**config.mk**
```make
export PLATFORM = sky130hd
export DESIGN_NAME = adc_calibration_value_regs
export DESIGN_NICKNAME = d
export VERILOG_FILES = /design/src/cal_value_pkg.sv /design/src/adc_calibration_value_regs.sv
export SDC_FILE = /design/constraint.sdc
export NUM_CORES = 1
export LEC_CHECK = 0
export BUFFER_PORTS_ARGS = -buffer_cell sky130_fd_sc_hd__buf_2
export CORE_UTILIZATION = 35
export DETAILED_ROUTE_END_ITERATION = 6
export GPL_TIMING_DRIVEN = 0
export HOLD_SLACK_MARGIN = 0.02
export PLACE_DENSITY_LB_ADDON = 0.12
export RECOVER_POWER = 25
export SLEW_MARGIN = 10
export SYNTH_ARGS = -nofsm -noshare
export SYNTH_HDL_FRONTEND = slang
export SYNTH_SLANG_ARGS = --single-unit
```
**constraint.sdc**
```tcl
create_clock -name sys_clk -period 1.35 [get_ports sys_clk]
set_input_delay 0.135 -clock sys_clk [delete_from_list [all_inputs] [get_ports sys_clk]]
set_output_delay 0.135 -clock sys_clk [all_outputs]
set_load 0.05 [all_outputs]
```
**src/cal_value_pkg.sv**
```systemverilog
// register map, field widths and reset values of the calibration value bank
package cal_value_pkg;

    // ********************************************************************
    // register offsets (byte addresses)
    // ********************************************************************
    localparam logic [7:0] OFS_PLUS_FIRST = 8'h48;
    localparam logic [7:0] OFS_PLUS_ZERO = 8'h4c;
    localparam logic [7:0] OFS_MINUS_DIRECT = 8'h54;
    localparam logic [7:0] OFS_MINUS_SECONDARY = 8'h58;
    localparam logic [7:0] OFS_MINUS_FOURTH = 8'h5c;
    localparam logic [7:0] OFS_MINUS_THIRD = 8'h60;
    localparam logic [7:0] OFS_MINUS_SECOND = 8'h64;
    localparam logic [7:0] OFS_MINUS_FIRST = 8'h68;
    localparam logic [7:0] OFS_MINUS_ZERO = 8'h6c;

    // ********************************************************************
    // field widths (all fields sit at bit 0)
    // ********************************************************************
    localparam int W_ZERO = 6;
    localparam int W_FIRST = 7;
    localparam int W_SECOND = 8;
    localparam int W_THIRD = 9;
    localparam int W_FOURTH = 10;
    localparam int W_SECONDARY = 6;
    localparam int W_DIRECT = 6;

    // ********************************************************************
    // reset values
    // ********************************************************************
    localparam logic [5:0] RST_PLUS_ZERO = 6'h20;
    localparam logic [6:0] RST_PLUS_FIRST = 7'h40;
    localparam logic [5:0] RST_MINUS_DIRECT = 6'h0a;
    localparam logic [5:0] RST_MINUS_SECONDARY = 6'h20;
    localparam logic [9:0] RST_MINUS_FOURTH = 10'h200;
    localparam logic [8:0] RST_MINUS_THIRD = 9'h100;
    localparam logic [7:0] RST_MINUS_SECOND = 8'h80;
    localparam logic [6:0] RST_MINUS_FIRST = 7'h40;
    localparam logic [5:0] RST_MINUS_ZERO = 6'h20;

endpackage : cal_value_pkg

```
**src/adc_calibration_value_regs.sv**
```systemverilog
// bank of adc calibration value registers, loaded by calibration or software
`timescale 1ns/10ps
`default_nettype none

// Behaviour
// seven minus-side fields of 6,7,8,9,10,6,6 bits are provided.
// all minus-side fields load from calibration results when calibration completes.
// software may overwrite fields after calibration; linearity may then suffer.
// bits above each field read zero and ignore writes.
// plus first field in bits 6..0, plus zero field in bits 5..0.
// plus-side fields likewise load when self-calibration completes.
// a software write is stored and read back until next calibration or reset.
module adc_calibration_value_regs (
    input wire logic sys_clk,
    input wire logic nrst,
    input wire logic [7:0] regAddr,
    input wire logic [31:0] regWrData,
    input wire logic regWrEn,
    input wire logic regRdEn,
    output logic [31:0] regRdData,
    input wire logic calDone,
    input wire logic [5:0] calPlusZero,
    input wire logic [6:0] calPlusFirst,
    input wire logic [5:0] calMinusZero,
    input wire logic [6:0] calMinusFirst,
    input wire logic [7:0] calMinusSecond,
    input wire logic [8:0] calMinusThird,
    input wire logic [9:0] calMinusFourth,
    input wire logic [5:0] calMinusSecondary,
    input wire logic [5:0] calMinusDirect,
    output logic [5:0] plusZeroField,
    output logic [6:0] plusFirstField,
    output logic [5:0] minusZeroField,
    output logic [6:0] minusFirstField,
    output logic [7:0] minusSecondField,
    output logic [8:0] minusThirdField,
    output logic [9:0] minusFourthField,
    output logic [5:0] minusSecondaryField,
    output logic [5:0] minusDirectField
);

    // ********************************************************************
    // address decode
    // ********************************************************************
    wire logic selPlusZero = regAddr == cal_value_pkg::OFS_PLUS_ZERO;
    wire logic selPlusFirst = regAddr == cal_value_pkg::OFS_PLUS_FIRST;
    wire logic selMinusZero = regAddr == cal_value_pkg::OFS_MINUS_ZERO;
    wire logic selMinusFirst = regAddr == cal_value_pkg::OFS_MINUS_FIRST;
    wire logic selMinusSecond = regAddr == cal_value_pkg::OFS_MINUS_SECOND;
    wire logic selMinusThird = regAddr == cal_value_pkg::OFS_MINUS_THIRD;
    wire logic selMinusFourth = regAddr == cal_value_pkg::OFS_MINUS_FOURTH;
    wire logic selMinusSecondary = regAddr == cal_value_pkg::OFS_MINUS_SECONDARY;
    wire logic selMinusDirect = regAddr == cal_value_pkg::OFS_MINUS_DIRECT;

    // ********************************************************************
    // write enables
    // ********************************************************************
    // exact decode: no register shows up again at an alias address
    wire logic wrPlusZero = regWrEn && selPlusZero;
    wire logic wrPlusFirst = regWrEn && selPlusFirst;
    wire logic wrMinusZero = regWrEn && selMinusZero;
    wire logic wrMinusFirst = regWrEn && selMinusFirst;
    wire logic wrMinusSecond = regWrEn && selMinusSecond;
    wire logic wrMinusThird = regWrEn && selMinusThird;
    wire logic wrMinusFourth = regWrEn && selMinusFourth;
    wire logic wrMinusSecondary = regWrEn && selMinusSecondary;
    wire logic wrMinusDirect = regWrEn && selMinusDirect;

    logic [5:0] plusZero_q;
    logic [6:0] plusFirst_q;
    logic [5:0] minusZero_q;
    logic [6:0] minusFirst_q;
    logic [7:0] minusSecond_q;
    logic [8:0] minusThird_q;
    logic [9:0] minusFourth_q;
    logic [5:0] minusSecondary_q;
    logic [5:0] minusDirect_q;
    logic [31:0] rdData_q;
    logic [31:0] rdData_d;
    logic [5:0] plusZero_d;
    logic [6:0] plusFirst_d;
    logic [5:0] minusZero_d;
    logic [6:0] minusFirst_d;
    logic [7:0] minusSecond_d;
    logic [8:0] minusThird_d;
    logic [9:0] minusFourth_d;
    logic [5:0] minusSecondary_d;
    logic [5:0] minusDirect_d;

    // ********************************************************************
    // next values
    // ********************************************************************
    // calibration completion outranks a write in the same cycle, so the
    // generated set is never half overwritten
    // only field bits taken from write data

    // plus-side load on completion
    assign plusZero_d =
        calDone ? calPlusZero :
        wrPlusZero ? regWrData[5:0] :
        plusZero_q;

    // plus first field in bits 6..0
    assign plusFirst_d =
        calDone ? calPlusFirst :
        wrPlusFirst ? regWrData[6:0] :
        plusFirst_q;

    // minus-side load on completion
    assign minusZero_d =
        calDone ? calMinusZero :
        wrMinusZero ? regWrData[5:0] :
        minusZero_q;

    // writes stored otherwise
    assign minusFirst_d =
        calDone ? calMinusFirst :
        wrMinusFirst ? regWrData[6:0] :
        minusFirst_q;

    // minus second field width
    assign minusSecond_d =
        calDone ? calMinusSecond :
        wrMinusSecond ? regWrData[7:0] :
        minusSecond_q;

    // minus third field width
    assign minusThird_d =
        calDone ? calMinusThird :
        wrMinusThird ? regWrData[8:0] :
        minusThird_q;

    // minus fourth field width
    assign minusFourth_d =
        calDone ? calMinusFourth :
        wrMinusFourth ? regWrData[9:0] :
        minusFourth_q;

    // minus secondary field width
    assign minusSecondary_d =
        calDone ? calMinusSecondary :
        wrMinusSecondary ? regWrData[5:0] :
        minusSecondary_q;

    // minus direct field width
    assign minusDirect_d =
        calDone ? calMinusDirect :
        wrMinusDirect ? regWrData[5:0] :
        minusDirect_q;

    // ********************************************************************
    // read mux
    // ********************************************************************
    // upper bits padded with zero
    wire logic [31:0] plusZeroWord = {26'h000_0000, plusZero_q};
    wire logic [31:0] plusFirstWord = {25'h000_0000, plusFirst_q};
    wire logic [31:0] minusZeroWord = {26'h000_0000, minusZero_q};
    wire logic [31:0] minusFirstWord = {25'h000_0000, minusFirst_q};
    wire logic [31:0] minusSecondWord = {24'h00_0000, minusSecond_q};
    wire logic [31:0] minusThirdWord = {23'h00_0000, minusThird_q};
    wire logic [31:0] minusFourthWord = {22'h00_0000, minusFourth_q};
    wire logic [31:0] minusSecondaryWord = {26'h000_0000, minusSecondary_q};
    wire logic [31:0] minusDirectWord = {26'h000_0000, minusDirect_q};

    // unmapped reads give zero
    wire logic [31:0] rdMux =
        selPlusZero ? plusZeroWord :
        selPlusFirst ? plusFirstWord :
        selMinusZero ? minusZeroWord :
        selMinusFirst ? minusFirstWord :
        selMinusSecond ? minusSecondWord :
        selMinusThird ? minusThirdWord :
        selMinusFourth ? minusFourthWord :
        selMinusSecondary ? minusSecondaryWord :
        selMinusDirect ? minusDirectWord : 32'h0000_0000;

    // read data stands only in the cycle after the strobe
    assign rdData_d = regRdEn ? rdMux : 32'h0000_0000;

    // ********************************************************************
    // storage
    // ********************************************************************

    // ********************************************************************
    // plus-side storage
    // ********************************************************************

    // plus zero held between loads
    always_ff @(posedge sys_clk or negedge nrst) begin
        if (!nrst) begin
            plusZero_q <= cal_value_pkg::RST_PLUS_ZERO;
        end else begin
            plusZero_q <= plusZero_d;
        end
    end

    // plus first held between loads
    always_ff @(posedge sys_clk or negedge nrst) begin
        if (!nrst) begin
            plusFirst_q <= cal_value_pkg::RST_PLUS_FIRST;
        end else begin
            plusFirst_q <= plusFirst_d;
        end
    end

    // ********************************************************************
    // minus-side storage
    // ********************************************************************

    // minus zero held between loads
    always_ff @(posedge sys_clk or negedge nrst) begin
        if (!nrst) begin
            minusZero_q <= cal_value_pkg::RST_MINUS_ZERO;
        end else begin
            minusZero_q <= minusZero_d;
        end
    end

    // minus first held between loads
    always_ff @(posedge sys_clk or negedge nrst) begin
        if (!nrst) begin
            minusFirst_q <= cal_value_pkg::RST_MINUS_FIRST;
        end else begin
            minusFirst_q <= minusFirst_d;
        end
    end

    // minus second held between loads
    always_ff @(posedge sys_clk or negedge nrst) begin
        if (!nrst) begin
            minusSecond_q <= cal_value_pkg::RST_MINUS_SECOND;
        end else begin
            minusSecond_q <= minusSecond_d;
        end
    end

    // minus third held between loads
    always_ff @(posedge sys_clk or negedge nrst) begin
        if (!nrst) begin
            minusThird_q <= cal_value_pkg::RST_MINUS_THIRD;
        end else begin
            minusThird_q <= minusThird_d;
        end
    end

    // minus fourth held between loads
    always_ff @(posedge sys_clk or negedge nrst) begin
        if (!nrst) begin
            minusFourth_q <= cal_value_pkg::RST_MINUS_FOURTH;
        end else begin
            minusFourth_q <= minusFourth_d;
        end
    end

    // minus secondary held between loads
    always_ff @(posedge sys_clk or negedge nrst) begin
        if (!nrst) begin
            minusSecondary_q <= cal_value_pkg::RST_MINUS_SECONDARY;
        end else begin
            minusSecondary_q <= minusSecondary_d;
        end
    end

    // minus direct held between loads
    always_ff @(posedge sys_clk or negedge nrst) begin
        if (!nrst) begin
            minusDirect_q <= cal_value_pkg::RST_MINUS_DIRECT;
        end else begin
            minusDirect_q <= minusDirect_d;
        end
    end

    // ********************************************************************
    // read data register
    // ********************************************************************

    // cleared when idle, so a stale word never lingers on the bus
    always_ff @(posedge sys_clk or negedge nrst) begin
        if (!nrst) begin
            rdData_q <= 32'h0000_0000;
        end else begin
            rdData_q <= rdData_d;
        end
    end

    // ********************************************************************
    // outputs
    // ********************************************************************
    // field outputs follow the registers with no extra stage
    assign regRdData = rdData_q;
    assign plusZeroField = plusZero_q;
    assign plusFirstField = plusFirst_q;
    assign minusZeroField = minusZero_q;
    assign minusFirstField = minusFirst_q;
    assign minusSecondField = minusSecond_q;
    assign minusThirdField = minusThird_q;
    assign minusFourthField = minusFourth_q;
    assign minusSecondaryField = minusSecondary_q;
    assign minusDirectField = minusDirect_q;

endmodule : adc_calibration_value_regs

`default_nettype wire

```
==> metrics.yaml <==
status:
  status: "complete, but fails checks"
  violations: "negative setup slack"
power_and_ir_drop:
  powerDensity_nw_per_um2: 1133
  p_leak_nw: 3.230
  pwr-share-comb_pct: 28.6
  seqPwrFrac_pct: 37.1
  p_sw_mw: 2.615
  p_int_mw: 4.603
  ir_drop_v: 0.0006486
  pwr-share-clk_pct: 34.3
  switching_share_pct: 36.23
flow_run:
  drv_cap: 0
placement:
  port_buffers: 156
  place.gp.congestion: 0.9214
  dp_hpwl_microns: 12800
  place_inst: 826
synth:
  synth_flop_cell: "dfrtp_1"
  syn-cell-area_sq_um: 4352
  synthDistinctLibCells: 59
  synth_warnings: 0
  ys_seq_elements: 75
  syn_inst: 480
  async_flop_share_pct: 100.0
  yosysSeqAreaShare_pct: 43.42
  syn_area_per_cell_sq_um: 9.066
  synth_edf_count: 0
setup_path:
  end_kind: "flip-flop"
  critPathMaxStageDelay_ns: 0.39
  crit_arrival_ns: 1.57
  critPathLaunchType: "primary input"
  critPathTopFamily: "simple AND/OR/NAND/NOR gates"
  crit_required_ns: 1.55
  path_max_fanout: 7
  reg2reg_slack_ns: 0.02
  slowest_stage: "or3b_4"
  timing_worst_setup_path_type: "in2reg"
  path_cells: "buf_6, or3b_4, buf_8, nor2_4, nand2_1, o21ai_0, a211oi_2"
  path_buf_inv: 2
clocking:
  htree_levels: 3
  clkLatencyLatePin_ns: 0.34
  path_clk_slew_ns: 0.06
  cts_max_path_buffers: 2
  cts-buffers-inserted: 9
  cts_tree: "built"
  cts_sinks: 75
  cts-root-buf: "clkbuf_16"
sta:
  worstMarginPinSlew_ns: 0.6268
  finalClockSkew_ns: 0.005685
  post-route-period-util_pct: 101.1
  setup_ws_ns: -0.01540
  min_period_ns: 1.365
  rsz0062_at_grt: "yes"
  fmax_mhz: 732.4
  setup_viol: 3
  slew_headroom_pct: 58.21
  drv_slew: 0
  final-hold-violation-count: 0
route:
  wl_per_cell_microns: 19.54
  num_vias: 4573
  viasPerCell: 5.156
  drc: 0
  routed_wl_microns: 17340
  drtIter0Drc: 315
  antenna_left: 0
  firstDrtPassIters: 5
layout:
  seqCellArea_sq_um: 1891
  nFillCells: 1206
  multiInputGateArea_sq_um: 2277
  postLayoutCoreUtil_pct: 52.83
  antenna_cells: 0
  synthToLayoutAreaGrowth_pct: 46.43
  final_cell_mix: "buf_2, nand2_1, dfrtp_1, buf_4, mux2i_1"
  layout_commonest_cell: "buf_2"
  final_cell_count_no_fill: 887
  layout.nets: 824
  drive_gt1_share_pct: 40.06
global_route:
  grt_pass1_wl_microns: 25680
  grt_pass1_vias: 4396
  gr-usage-all-layers_pct: 27.13
  antenna_found_initial: 0
  grt_max_degree: 41
  overflow: 0
floorplan:
  io_pins: 207
  die_h_microns: 113.5
  die_w_microns: 113.5
  core_area_sq_um: 12060
  die-area_sq_um: 12880
  rows: 40
  start_util_pct: 36.08
hold_path:
  min_path_type: "in2reg"
per-layer routing:
metal / up-vias / GRT usage (%) / share of wire (%)
met3: 31 / 3.879 / 6.1
met5: - / 0 / 0
li1: 2131 / - / -
met4: 0 / 12.28 / 2.5
met2: 199 / 43.17 / 48
met1: 2212 / 36.67 / 44
cell families after synthesis:
logic type	Yosys count	synth area share [%]
other cells	1	0.08617
simple gates	149	17.14
buf+inv	63	9.201
flops	75	43.42
compound gates	153	21.19
mux	39	8.971
power by group through the flow:
stage | sequential, mW | combinational [mW] | clock [mW]
2_1_floorplan | 3.32 | 0.663 | 0
3_3_place_gp | 2.70 | 1.91 | 0
3_5_place_dp | 2.71 | 1.93 | 0
4_1_cts | 2.67 | 2.03 | 2.51
5_1_grt | 2.69 | 2.18 | 2.59
6_report | 2.67 | 2.07 | 2.48
repair_timing:
item,in CTS,in global routing
hold endpoints to repair,58,0
gates cloned,1,0
resized for setup,29,33
hold buffers,28,0
endpoints found under the setup margin,58,35
buffers inserted,11,6
pin swaps,6,7
path summary, 6_finish.rpt:
| check | from | endpoint | depth (start not counted) |
|---|---|---|---|
| min in group asynchronous | nrst | regRdData[5]$_DFF_PN0_ | 2 |
| worst min register to register | minusThirdField[8]$_DFFE_PN1P_ | minusThirdField[8]$_DFFE_PN1P_ | 2 |
| worst min-delay path | calMinusDirect[3] | minusDirectField[3]$_DFFE_PN1P_ | 3 |
| worst max-delay path | regAddr[7] | regRdData[2]$_DFF_PN0_ | 7 |
| max in group asynchronous | nrst | minusSecondaryField[1]$_DFFE_PN0P_ | 3 |
| worst max register to register | minusDirectField[3]$_DFFE_PN1P_ | regRdData[3]$_DFF_PN0_ | 5 |
layout make-up:
type,count,share of cell area [%]
Buffer,56,6.676
Sequential cell,75,29.67
Inverter,6,0.3534
Tap cell,168,3.299
Clock inverter,4,0.7658
Multi-Input combinational cell,363,35.74
Timing Repair Buffer,203,19.48
Clock buffer,12,4.025
through the flow:
stage	power (mW)	setup WS [ns]	instance area [sq um]	setup TNS (ns)	hold slack, ns
after floorplan	3.984	-0.08825	4498	-1.469	-0.1606
after global placement	4.612	-0.9735	5489	-59.66	0.3441
after detailed placement	4.638	-0.8342	5512	-37.35	0.1303
after CTS	7.218	-0.02611	6272	-0.04409	0.02085
after global routing	7.467	-0.05933	6372	-0.5268	0.03716
final	7.218	-0.01540	6372	-0.02674	0.02401
flip-flops by register name (all words and copies together) (netlist names):
register,count
minusFourthField,10
regRdData,10
minusThirdField,9
minusSecondField,8
minusFirstField,7
plusFirstField,7
minusDirectField,6
minusSecondaryField,6
minusZeroField,6
plusZeroField,6
worst register-to-register path: stages, from the launching register on:
cell,delay (ns)
dfstp_2,0.55
nor2_1,0.05
nor2_2,0.18
a32oi_1,0.11
o21bai_1,0.17
a31oi_1,0.17
Yosys cell counts (all sizes together), types with 3 or more instances:
library cell	n	share of area, %
mux2i	39	9.0
buf	38	6.2
a21o	5	0.89
a21oi	40	4.8
nor2	25	2.4
and4bb	3	0.86
a31oi	8	1.2
dfstp	10	6.0
o221ai	4	0.80
a22oi	6	1.0
a211oi	4	0.69
clkbuf	18	2.2
nand2	82	7.1
nand3	9	1.6
inv	6	0.52
nor2b	10	1.4
o21ai	63	7.3
dfrtp	65	37
a22o	4	0.80
nor3b	4	0.69
nor3	5	0.57
No activity file was read; power rests on OpenSTA's default activity.
